`config.mk`:
```
export PLATFORM = sky130hd
export DESIGN_NAME = i2c_script_cmds
export DESIGN_NICKNAME = d
export VERILOG_FILES = /design/src/hw/i2c_cmd_pkg.sv /design/src/hw/i2c_bit_if.sv /design/src/hw/i2c_byte_engine.sv /design/src/hw/i2c_script_cmds.sv
export VERILOG_INCLUDE_DIRS = /design/src /design/src/hw
export SDC_FILE = /design/constraint.sdc
export NUM_CORES = 1
export LEC_CHECK = 0
export CAP_MARGIN = 40
export CORE_MARGIN = 2
export CORE_UTILIZATION = 66
export CTS_BUF_LIST = sky130_fd_sc_hd__clkbuf_8
export DETAILED_ROUTE_END_ITERATION = 7
export DONT_BUFFER_PORTS = 1
export PLACE_DENSITY = 0.82
export SLEW_MARGIN = 20
export SYNTH_ARGS = -nofsm -noshare
export SYNTH_HDL_FRONTEND = slang
export SYNTH_SLANG_ARGS = --single-unit
```
`constraint.sdc`:
```
create_clock -name ref_clk -period 3 [get_ports ref_clk]
set_input_delay 0.45 -clock ref_clk [delete_from_list [all_inputs] [get_ports ref_clk]]
set_output_delay 0.45 -clock ref_clk [all_outputs]
set_load 0.005 [all_outputs]
```
`src/hw/i2c_cmd_regs.svh`:
```
/*
  Constants of the script address and clock-rate commands: supported bus
  rates, direction bit values and clock-phase counts.
  Assumes the core clock rate given by CLK_KHZ.
*/
`ifndef I2C_CMD_REGS_SVH
`define I2C_CMD_REGS_SVH

// core clock, kHz (200 MHz)
`define CLK_KHZ        200000
// supported serial clock rates, kHz, ascending
`define RATE0_KHZ      100
`define RATE1_KHZ      400
`define RATE2_KHZ      1000
`define RATE_RESET_IDX 2'd0
`define RATE_MAX_IDX   2'd2
// direction bit of the address byte
`define DIR_READ       1'b1
`define DIR_WRITE      1'b0
// bit index of the acknowledge slot
`define ACK_BIT        4'd8
// quarter of a serial clock period in core cycles, rounded up
`define QTR_CYC(k)     ((`CLK_KHZ + 4 * (k) - 1) / (4 * (k)))

`endif

```
`src/hw/i2c_cmd_pkg.sv`:
```
/*
  Types of the script command executor.
  Assumes nothing beyond a SystemVerilog compiler.
*/
`default_nettype none

package i2c_cmd_pkg;
  typedef enum logic [1:0] {
    op_addr_read  = 2'b00,
    op_addr_write = 2'b01,
    op_clk_rate   = 2'b10
  } cmd_op_t;

  typedef enum logic [1:0] {
    st_idle = 2'b00,
    st_addr = 2'b01
  } exec_state_t;

  typedef logic [1:0]  rate_idx_t;
  typedef logic [15:0] khz_t;
  typedef logic [15:0] cyc_t;
endpackage

`default_nettype wire

```
`src/hw/i2c_bit_if.sv`:
```
/*
  Carrier between the command executor and its byte engine.
  Assumes both ends run on the same core clock.
*/
`default_nettype none

interface i2c_bit_if;
  import i2c_cmd_pkg::*;
  logic       go;
  logic [7:0] tx_byte;
  cyc_t       qtr;
  logic       scl_in;
  logic       sda_in;
  logic       busy;
  logic       done;
  logic       nack;
  logic       scl_low;
  logic       sda_low;

  modport ctl (output go, tx_byte, qtr, scl_in, sda_in,
               input  busy, done, nack, scl_low, sda_low);
  modport eng (input  go, tx_byte, qtr, scl_in, sda_in,
               output busy, done, nack, scl_low, sda_low);
endinterface

`default_nettype wire

```
`src/hw/i2c_byte_engine.sv`:
```
/*
  Shifts one address byte out on the serial bus and samples the ninth-clock
  acknowledge. Assumes synchronised bus levels and a start already on the bus.
*/
`include "i2c_cmd_regs.svh"
`default_nettype none

module i2c_byte_engine (
  input  wire logic ref_clk,
  input  wire logic rst_n,
  i2c_bit_if.eng    bus
);
  import i2c_cmd_pkg::*;

  logic       busy_q;
  logic [3:0] bit_q;
  logic [1:0] ph_q;
  cyc_t       cnt_q;
  logic [7:0] sh_q;
  logic       scl_low_q;
  logic       sda_low_q;
  logic       done_q;
  logic       nack_q;

  wire logic stall = (ph_q == 2'd2) && !bus.scl_in;
  wire logic tick  = !stall && (cnt_q == bus.qtr - 16'd1);
  wire logic last  = (bit_q == `ACK_BIT);

  assign bus.busy    = busy_q;
  assign bus.done    = done_q;
  assign bus.nack    = nack_q;
  assign bus.scl_low = scl_low_q;
  assign bus.sda_low = sda_low_q;

  always_ff @(posedge ref_clk) begin
    if (!rst_n) begin
      busy_q <= 1'b0;
      bit_q <= 4'h0;
      ph_q <= 2'h0;
      cnt_q <= 16'h0;
      sh_q <= 8'h00;
      scl_low_q <= 1'b0;
      sda_low_q <= 1'b0;
      done_q <= 1'b0;
      nack_q <= 1'b0;
    end else begin
      done_q <= 1'b0;
      if (!busy_q) begin
        if (bus.go) begin
          // no start made
          // start is already on the bus: pull the clock low and hold the data line low
          busy_q <= 1'b1;
          bit_q <= 4'h0;
          ph_q <= 2'h0;
          cnt_q <= 16'h0;
          sh_q <= bus.tx_byte;
          scl_low_q <= 1'b1;
          sda_low_q <= 1'b1;
        end
      end else begin
        if (!stall) begin
          cnt_q <= tick ? 16'h0 : cnt_q + 16'd1;
        end
        if (tick) begin
          ph_q <= ph_q + 2'd1;
          unique case (ph_q)
            2'd0: sda_low_q <= last ? 1'b0 : ~sh_q[7];
            2'd1: scl_low_q <= 1'b0;
            2'd2: if (last) begin
              nack_q <= bus.sda_in;
            end
            2'd3: begin
              scl_low_q <= 1'b1;
              sh_q <= {sh_q[6:0], 1'b0};
              bit_q <= bit_q + 4'd1;
              if (last) begin
                busy_q <= 1'b0;
                done_q <= 1'b1;
              end
            end
          endcase
        end
      end
    end
  end
endmodule

`default_nettype wire

```
`src/hw/i2c_script_cmds.sv`:
```
/*
  Script executor for the address-plus-read, address-plus-write and
  clock-rate commands on one of several open-drain serial ports.
  Assumes the script source presents one command at a time and that
  start, stop and data commands are handled elsewhere.
*/
`include "i2c_cmd_regs.svh"
`default_nettype none

// Contract
// - address-plus-read sends the 7-bit address then direction bit one
// - address-plus-write sends the 7-bit address then direction bit zero
// - address byte: address in bits seven to one, direction in bit zero
// - addressing commands never make a start; one is assumed present
// - release data line on ninth clock and sample the acknowledge
// - on not-acknowledge stop the script and report an error
// - serial clock runs only at one of the fixed supported rates
// - unsupported rate falls to nearest lower rate with a warning
// - rate below all supported rates is rejected with an error
// - commands act on the port chosen at launch
module i2c_script_cmds #(
  parameter int NPORTS = 1,
  parameter int PW     = (NPORTS > 1) ? $clog2(NPORTS) : 1
) (
  input  wire logic                ref_clk,
  input  wire logic                rst_n,
  input  wire logic                run_start,
  input  wire logic [PW-1:0]       run_port,
  input  wire logic                cmd_valid,
  output var  logic                cmd_ready,
  input  wire i2c_cmd_pkg::cmd_op_t cmd_op,
  input  wire logic [6:0]          cmd_addr,
  input  wire i2c_cmd_pkg::khz_t   cmd_rate_khz,
  output var  logic                resp_valid,
  output var  logic                resp_err,
  output var  logic                resp_warn,
  output var  logic                resp_nack,
  output var  logic                script_abort,
  input  wire logic [NPORTS-1:0]   scl_i,
  output var  logic [NPORTS-1:0]   scl_o,
  output var  logic [NPORTS-1:0]   scl_oe,
  input  wire logic [NPORTS-1:0]   sda_i,
  output var  logic [NPORTS-1:0]   sda_o,
  output var  logic [NPORTS-1:0]   sda_oe
);
  import i2c_cmd_pkg::*;

  // highest supported rate not above the request: {ok, exact, idx}
  function automatic logic [3:0] pick_rate(input khz_t req);
    logic [3:0] r;
    r = 4'h0;
    if (req >= 16'(`RATE2_KHZ)) begin
      r = {1'b1, req == 16'(`RATE2_KHZ), 2'd2};
    end else if (req >= 16'(`RATE1_KHZ)) begin
      r = {1'b1, req == 16'(`RATE1_KHZ), 2'd1};
    end else if (req >= 16'(`RATE0_KHZ)) begin
      r = {1'b1, req == 16'(`RATE0_KHZ), 2'd0};
    end
    return r;
  endfunction

  function automatic cyc_t qtr_of(input rate_idx_t idx);
    cyc_t c;
    c = 16'(`QTR_CYC(`RATE0_KHZ));
    if (idx == 2'd1) begin
      c = 16'(`QTR_CYC(`RATE1_KHZ));
    end else if (idx == 2'd2) begin
      c = 16'(`QTR_CYC(`RATE2_KHZ));
    end
    return c;
  endfunction

  i2c_bit_if bit_bus ();

  exec_state_t       state_q;
  logic              cmd_ready_q;
  logic              resp_valid_q;
  logic              resp_err_q;
  logic              resp_warn_q;
  logic              resp_nack_q;
  logic              aborted_q;
  logic [PW-1:0]     port_q;
  logic              go_q;
  logic [7:0]        tx_q;
  rate_idx_t         rate_idx_q [NPORTS];
  logic [NPORTS-1:0] scl_m_q;
  logic [NPORTS-1:0] scl_s_q;
  logic [NPORTS-1:0] sda_m_q;
  logic [NPORTS-1:0] sda_s_q;
  logic [NPORTS-1:0] scl_oe_q;
  logic [NPORTS-1:0] sda_oe_q;

  wire logic       launch    = run_start && (state_q == st_idle);
  wire logic       take      = cmd_valid && cmd_ready_q && !run_start;
  wire logic       is_addr   = (cmd_op == op_addr_read) ||
                               (cmd_op == op_addr_write);
  wire logic       is_rate   = (cmd_op == op_clk_rate);
  wire logic [3:0] pick      = pick_rate(cmd_rate_khz);
  wire logic       rate_ok   = pick[3];
  wire logic       rate_ex   = pick[2];
  wire logic       start_bus = take && is_addr && !aborted_q;
  wire logic       dir_bit   = (cmd_op == op_addr_read) ? `DIR_READ
                                                        : `DIR_WRITE;
  wire logic       nack_end  = (state_q == st_addr) && bit_bus.done &&
                               bit_bus.nack;
  wire logic       addr_end  = (state_q == st_addr) && bit_bus.done;

  assign bit_bus.go      = go_q;
  assign bit_bus.tx_byte = tx_q;
  // only table rates reach the divider
  assign bit_bus.qtr     = qtr_of(rate_idx_q[port_q]);
  assign bit_bus.scl_in  = scl_s_q[port_q];
  assign bit_bus.sda_in  = sda_s_q[port_q];

  i2c_byte_engine u_engine (
    .ref_clk (ref_clk),
    .rst_n   (rst_n),
    .bus     (bit_bus.eng)
  );

  genvar p;
  generate
    for (p = 0; p < NPORTS; p++) begin : g_port
      always_ff @(posedge ref_clk) begin
        if (!rst_n) begin
          scl_m_q[p] <= 1'b1;
          scl_s_q[p] <= 1'b1;
          sda_m_q[p] <= 1'b1;
          sda_s_q[p] <= 1'b1;
          scl_oe_q[p] <= 1'b0;
          sda_oe_q[p] <= 1'b0;
          rate_idx_q[p] <= `RATE_RESET_IDX;
        end else begin
          scl_m_q[p] <= scl_i[p];
          scl_s_q[p] <= scl_m_q[p];
          sda_m_q[p] <= sda_i[p];
          sda_s_q[p] <= sda_m_q[p];
          // only the launched port follows the engine; the other ports keep their last drive
          if (port_q == PW'(p)) begin
            scl_oe_q[p] <= bit_bus.scl_low;
            sda_oe_q[p] <= bit_bus.sda_low;
          end
          // round down to a supported rate
          if (take && is_rate && !aborted_q && rate_ok &&
              port_q == PW'(p)) begin
            rate_idx_q[p] <= pick[1:0];
          end
        end
      end
    end
  endgenerate

  always_ff @(posedge ref_clk) begin
    if (!rst_n) begin
      state_q <= st_idle;
      cmd_ready_q <= 1'b0;
      resp_valid_q <= 1'b0;
      resp_err_q <= 1'b0;
      resp_warn_q <= 1'b0;
      resp_nack_q <= 1'b0;
      aborted_q <= 1'b0;
      port_q <= '0;
      go_q <= 1'b0;
      tx_q <= 8'h00;
    end else begin
      go_q <= 1'b0;
      resp_valid_q <= 1'b0;
      if (launch) begin
        port_q <= run_port;
      end
      // abort set wins over relaunch clear
      aborted_q <= nack_end || (aborted_q && !launch);
      unique case (state_q)
        st_idle: begin
          cmd_ready_q <= !take;
          if (take) begin
            resp_nack_q <= 1'b0;
            resp_warn_q <= 1'b0;
            resp_err_q <= 1'b0;
            if (start_bus) begin
              tx_q <= {cmd_addr, dir_bit};
              go_q <= 1'b1;
              state_q <= st_addr;
            end else begin
              resp_valid_q <= 1'b1;
              resp_err_q <= aborted_q || !is_rate || !rate_ok;
              resp_warn_q <= !aborted_q && is_rate && rate_ok && !rate_ex;
            end
          end
        end
        st_addr: begin
          // wait for the byte to finish
          if (addr_end) begin
            state_q <= st_idle;
            cmd_ready_q <= 1'b1;
            resp_valid_q <= 1'b1;
            resp_err_q <= bit_bus.nack;
            resp_nack_q <= bit_bus.nack;
          end
        end
        default: state_q <= st_idle;
      endcase
    end
  end

  assign cmd_ready    = cmd_ready_q;
  assign resp_valid   = resp_valid_q;
  assign resp_err     = resp_err_q;
  assign resp_warn    = resp_warn_q;
  assign resp_nack    = resp_nack_q;
  assign script_abort = aborted_q;
  assign scl_oe       = scl_oe_q;
  assign sda_oe       = sda_oe_q;
  assign scl_o        = '0;
  assign sda_o        = '0;
endmodule

`default_nettype wire

```
==> impl_metrics.csv <==
group,metric,value,unit
clock_network,worstSkewPairLatency,0.35,ns
status,status,"finished clean",
critical_path,criticalPathCategory,"reg -> reg",
synth,synth-edff-count,2,
clock_network,clk_pin_slew_worst_paths,0.08,ns
floorplan,initial_core_util,68.84,%
place,global_placer_s_final_weighted_congestion,0.8920,
critical_path,critPathCaptureType,"flip-flop",
worst_hold_path,min_delay_path_depth,1,
finish,most_frequent_standard_cell_in_the_layout_excluding_fill_and_tap_cells,"sky130_fd_sc_hd__dfxtp_1",
synth,post_synth_num_cell_types,58,
floorplan,die-area,0.005129,sq mm
clock_network,cts.sink_count,60,
critical_path,r2r.worst_path.cells,6,
detailed_routing,drt-total-wl,6.248,mm
timing,final-max-slew-violation-count,0,
clock_network,postCtsSetupRepairBufs,0,
critical_path,setup.worst_path.start_class,"flip-flop",
clock_network,cts_tree,"yes",
power_and_ir_drop,pwr_density_cell,505.1,mW/mm^2
timing,layout_setup_ws,0.4515,ns
synth,synth_sequential_area_ratio,40.46,%
timing,setup_repair_after_global_routing_missed_its_margin,"no",
critical_path,r2r_end,"u_engine.sh_q[0]",
synth,syn_area_per_cell,8.773,sq um
critical_path,crit_arrival,2.78,ns
synth,synth_async_sr_flop_share,0,%
critical_path,worstPathMaxFanout,9,
place,detailedPlace.worstSlack,0.4896,ns
synth,synth_top_flop_cell,"sky130_fd_sc_hd__dfxtp_1",
floorplan,placement_rows,24,
clock_network,cts_hold_buffers,0,
detailed_routing,drt_first_iter_violations,135,
floorplan,chipWidth,71.62,um
critical_path,rr_startpoint,"rate_idx_q[0][0]",
detailed_routing,routed_via_count_divided_by_cell_count,6.331,
place,placed_cell_area,0.003022,sq mm
clock_network,cts-buffers-inserted,9,
clock_network,clockBufferDepth,2,
floorplan,placeableCoreArea,0.004384,sq mm
detailed_routing,drt_pre_antenna_iters,5,
clock_network,post_cts.resized_instances,0,
global_routing,groute.usage.overall,26.00,%
finish,finalInstanceArea,0.003221,sq mm
finish,syn_to_final_growth,6.716,%
critical_path,regToRegSetupSlack,0.45,ns
worst_hold_path,holdPathEnd,"sda_s_q",
finish,post_route_cells_drive_above_1_share,9.222,%
timing,setup_tns,0,ns
critical_path,critical_path_required,3.23,ns
global_routing,grt_start_max_net_pins,27,
timing,hold_violations,0,
timing,clock_skew,0.01477,ns
worst_hold_path,min_path_type,"in -> reg",
worst_hold_path,holdCritStartpoint,"rst_n",
timing,setup_viol_count_final,0,
floorplan,die_h,71.62,um
finish,finalNonFillerCells,399,
clock_network,clk_root_buffer_cell,"sky130_fd_sc_hd__clkbuf_8",
place,placedCellCount,383,
detailed_routing,ant_nets,0,
timing,worst-slew-pin-transition,0.7169,ns
run,maxCapViolCount,0,
synth,netlist_instances,344,
timing,layout_worst_path_cycle_share,84.95,%
detailed_routing,num_vias,2526,
synth,mappedNetlistArea,0.003018,sq mm
finish,antennaDiodeCount,0,
detailed_routing,drt-wirelength-per-cell,15.66,um
power_and_ir_drop,vdd_drop_max,0.4468,mV
floorplan,i_o_pins,42,
place,dpl.hpwl,4.413,mm
timing,layout_min_cycle_time,2.549,ns
synth,yosysWarnings,0,
global_routing,via_count_of_the_first_global_routing_pass,2492,
timing,fmaxAchievable,392.4,MHz
place,numPortBuffers,0,
timing,timing.max_slew.rel_slack,52.15,%
power_and_ir_drop,power.leakage,1.254,nW
detailed_routing,residual_drc,0,
global_routing,grt_antenna_before_repair,0,
finish,nets,384,
global_routing,grt_overflow,0,
global_routing,first_pass_grt_wire_length,10.64,mm
finish,most_frequent_cells_in_the_layout,"sky130_fd_sc_hd__dfxtp_1 (58), sky130_fd_sc_hd__nor2_1 (30), sky130_fd_sc_hd__nand2_1 (26)",
clock_network,ctsHtreeMaxLevel,3,
synth,ys_ff_latch,60,
stage by stage:
stage / util [%] / power [mW] / hold slack [ns]
2_1_floorplan: - / 0.9050 / 0.3863
3_3_place_gp: 68.92 / 0.9120 / 0.3942
3_5_place_dp: 68.92 / 0.9146 / 0.3926
4_1_cts: 73.46 / 1.630 / 0.1781
5_1_grt: 73.46 / 1.679 / 0.1819
6_report: 73.46 / 1.627 / 0.1811
registers in the layout, summed over array words and instances, names as in the netlist, 2 cells and up:
signal / flops
rate_idx_q: 2
u_engine.bit_q: 4
u_engine.cnt_q: 16
u_engine.ph_q: 2
u_engine.sh_q: 8
bit_bus.tx_byte: 8
critical path: stages (launching register included):
cell and delay (ns):
sky130_fd_sc_hd__edfxtp_1 0.42, sky130_fd_sc_hd__ha_1 0.23, sky130_fd_sc_hd__or3_1 0.36, sky130_fd_sc_hd__a2111o_1 0.49
sky130_fd_sc_hd__nor4_4 0.45, sky130_fd_sc_hd__or2_1 0.37, sky130_fd_sc_hd__o21ai_1 0.12
area by class of cell:
cell class / count / area (sq um)
clock buffers: 9 / 123.9
flip-flops and latches: 60 / 1221
repair buffers: 4 / 30.03
inverters: 11 / 41.29
fillers: 340 / 1164
clock inverters: 7 / 75.07
multi-input cells: 256 / 1664
well taps: 52 / 65.06
cell usage after synthesis (all sizes together), types with 3 or more instances:
library cell,n,share of area (%)
and3,11,2.3
a31oi,5,1.0
clkbuf,11,1.4
o22ai,3,0.62
a21o,6,1.5
or4,4,1.1
nor2,30,3.7
nand3,24,4.0
nand3b,3,0.75
o31ai,8,2.0
and2,4,0.83
nor2b,3,0.62
or3,6,1.4
buf,7,1.8
nor3,8,1.3
xor2,8,2.3
inv,11,1.4
ha,10,4.1
nand2b,7,1.5
nor4,7,2.4
nand2,26,3.2
nand4,5,1.0
mux2i,14,4.6
dfxtp,58,38
o21ai,13,2.2
a21oi,22,3.6
where the power goes:
| group | internal (mW) | switching [mW] | total (mW) | leakage [nW] |
|---|---|---|---|---|
| Sequential | 0.814 | 0.0105 | 0.824 | 0.490 |
| Clock | 0.387 | 0.342 | 0.729 | 0.104 |
| Combinational | 0.0280 | 0.0453 | 0.0733 | 0.660 |
| Total | 1.23 | 0.398 | 1.63 | 1.25 |
how the worst max path moves through the flow:
stage                           from            endpoint  slack (ns)
floorplan           rate_idx_q[0][0]    u_engine.sh_q[0]        0.78
global placement    rate_idx_q[0][0]    u_engine.sh_q[4]        0.52
detailed placement  rate_idx_q[0][0]    u_engine.sh_q[5]        0.49
CTS                 rate_idx_q[0][0]    u_engine.sh_q[0]        0.48
global route        rate_idx_q[0][0]  u_engine.cnt_q[10]        0.32
finish              rate_idx_q[0][0]    u_engine.sh_q[0]        0.45
kinds of logic after synthesis:
logic type	after synthesis	synth area share [%]
other cells	1	0.1243
flops	60	40.46
compound gates	74	16.58
simple gates	146	26.62
buf+inv	29	4.519
fa+ha+maj	10	4.146
mux	14	4.643
xor+xnor	10	2.902
per-layer routing:
| metal | part of all wire, % | GRT usage, % | vias up |
|---|---|---|---|
| li1 | - | - | 1237 |
| met1 | 45 | 32.14 | 1201 |
| met2 | 48 | 43.42 | 73 |
| met3 | 4.3 | 5.485 | 15 |
| met4 | 2.2 | 12.16 | 0 |
| met5 | 0 | 0 | - |
(Power assumes the default switching activity.)
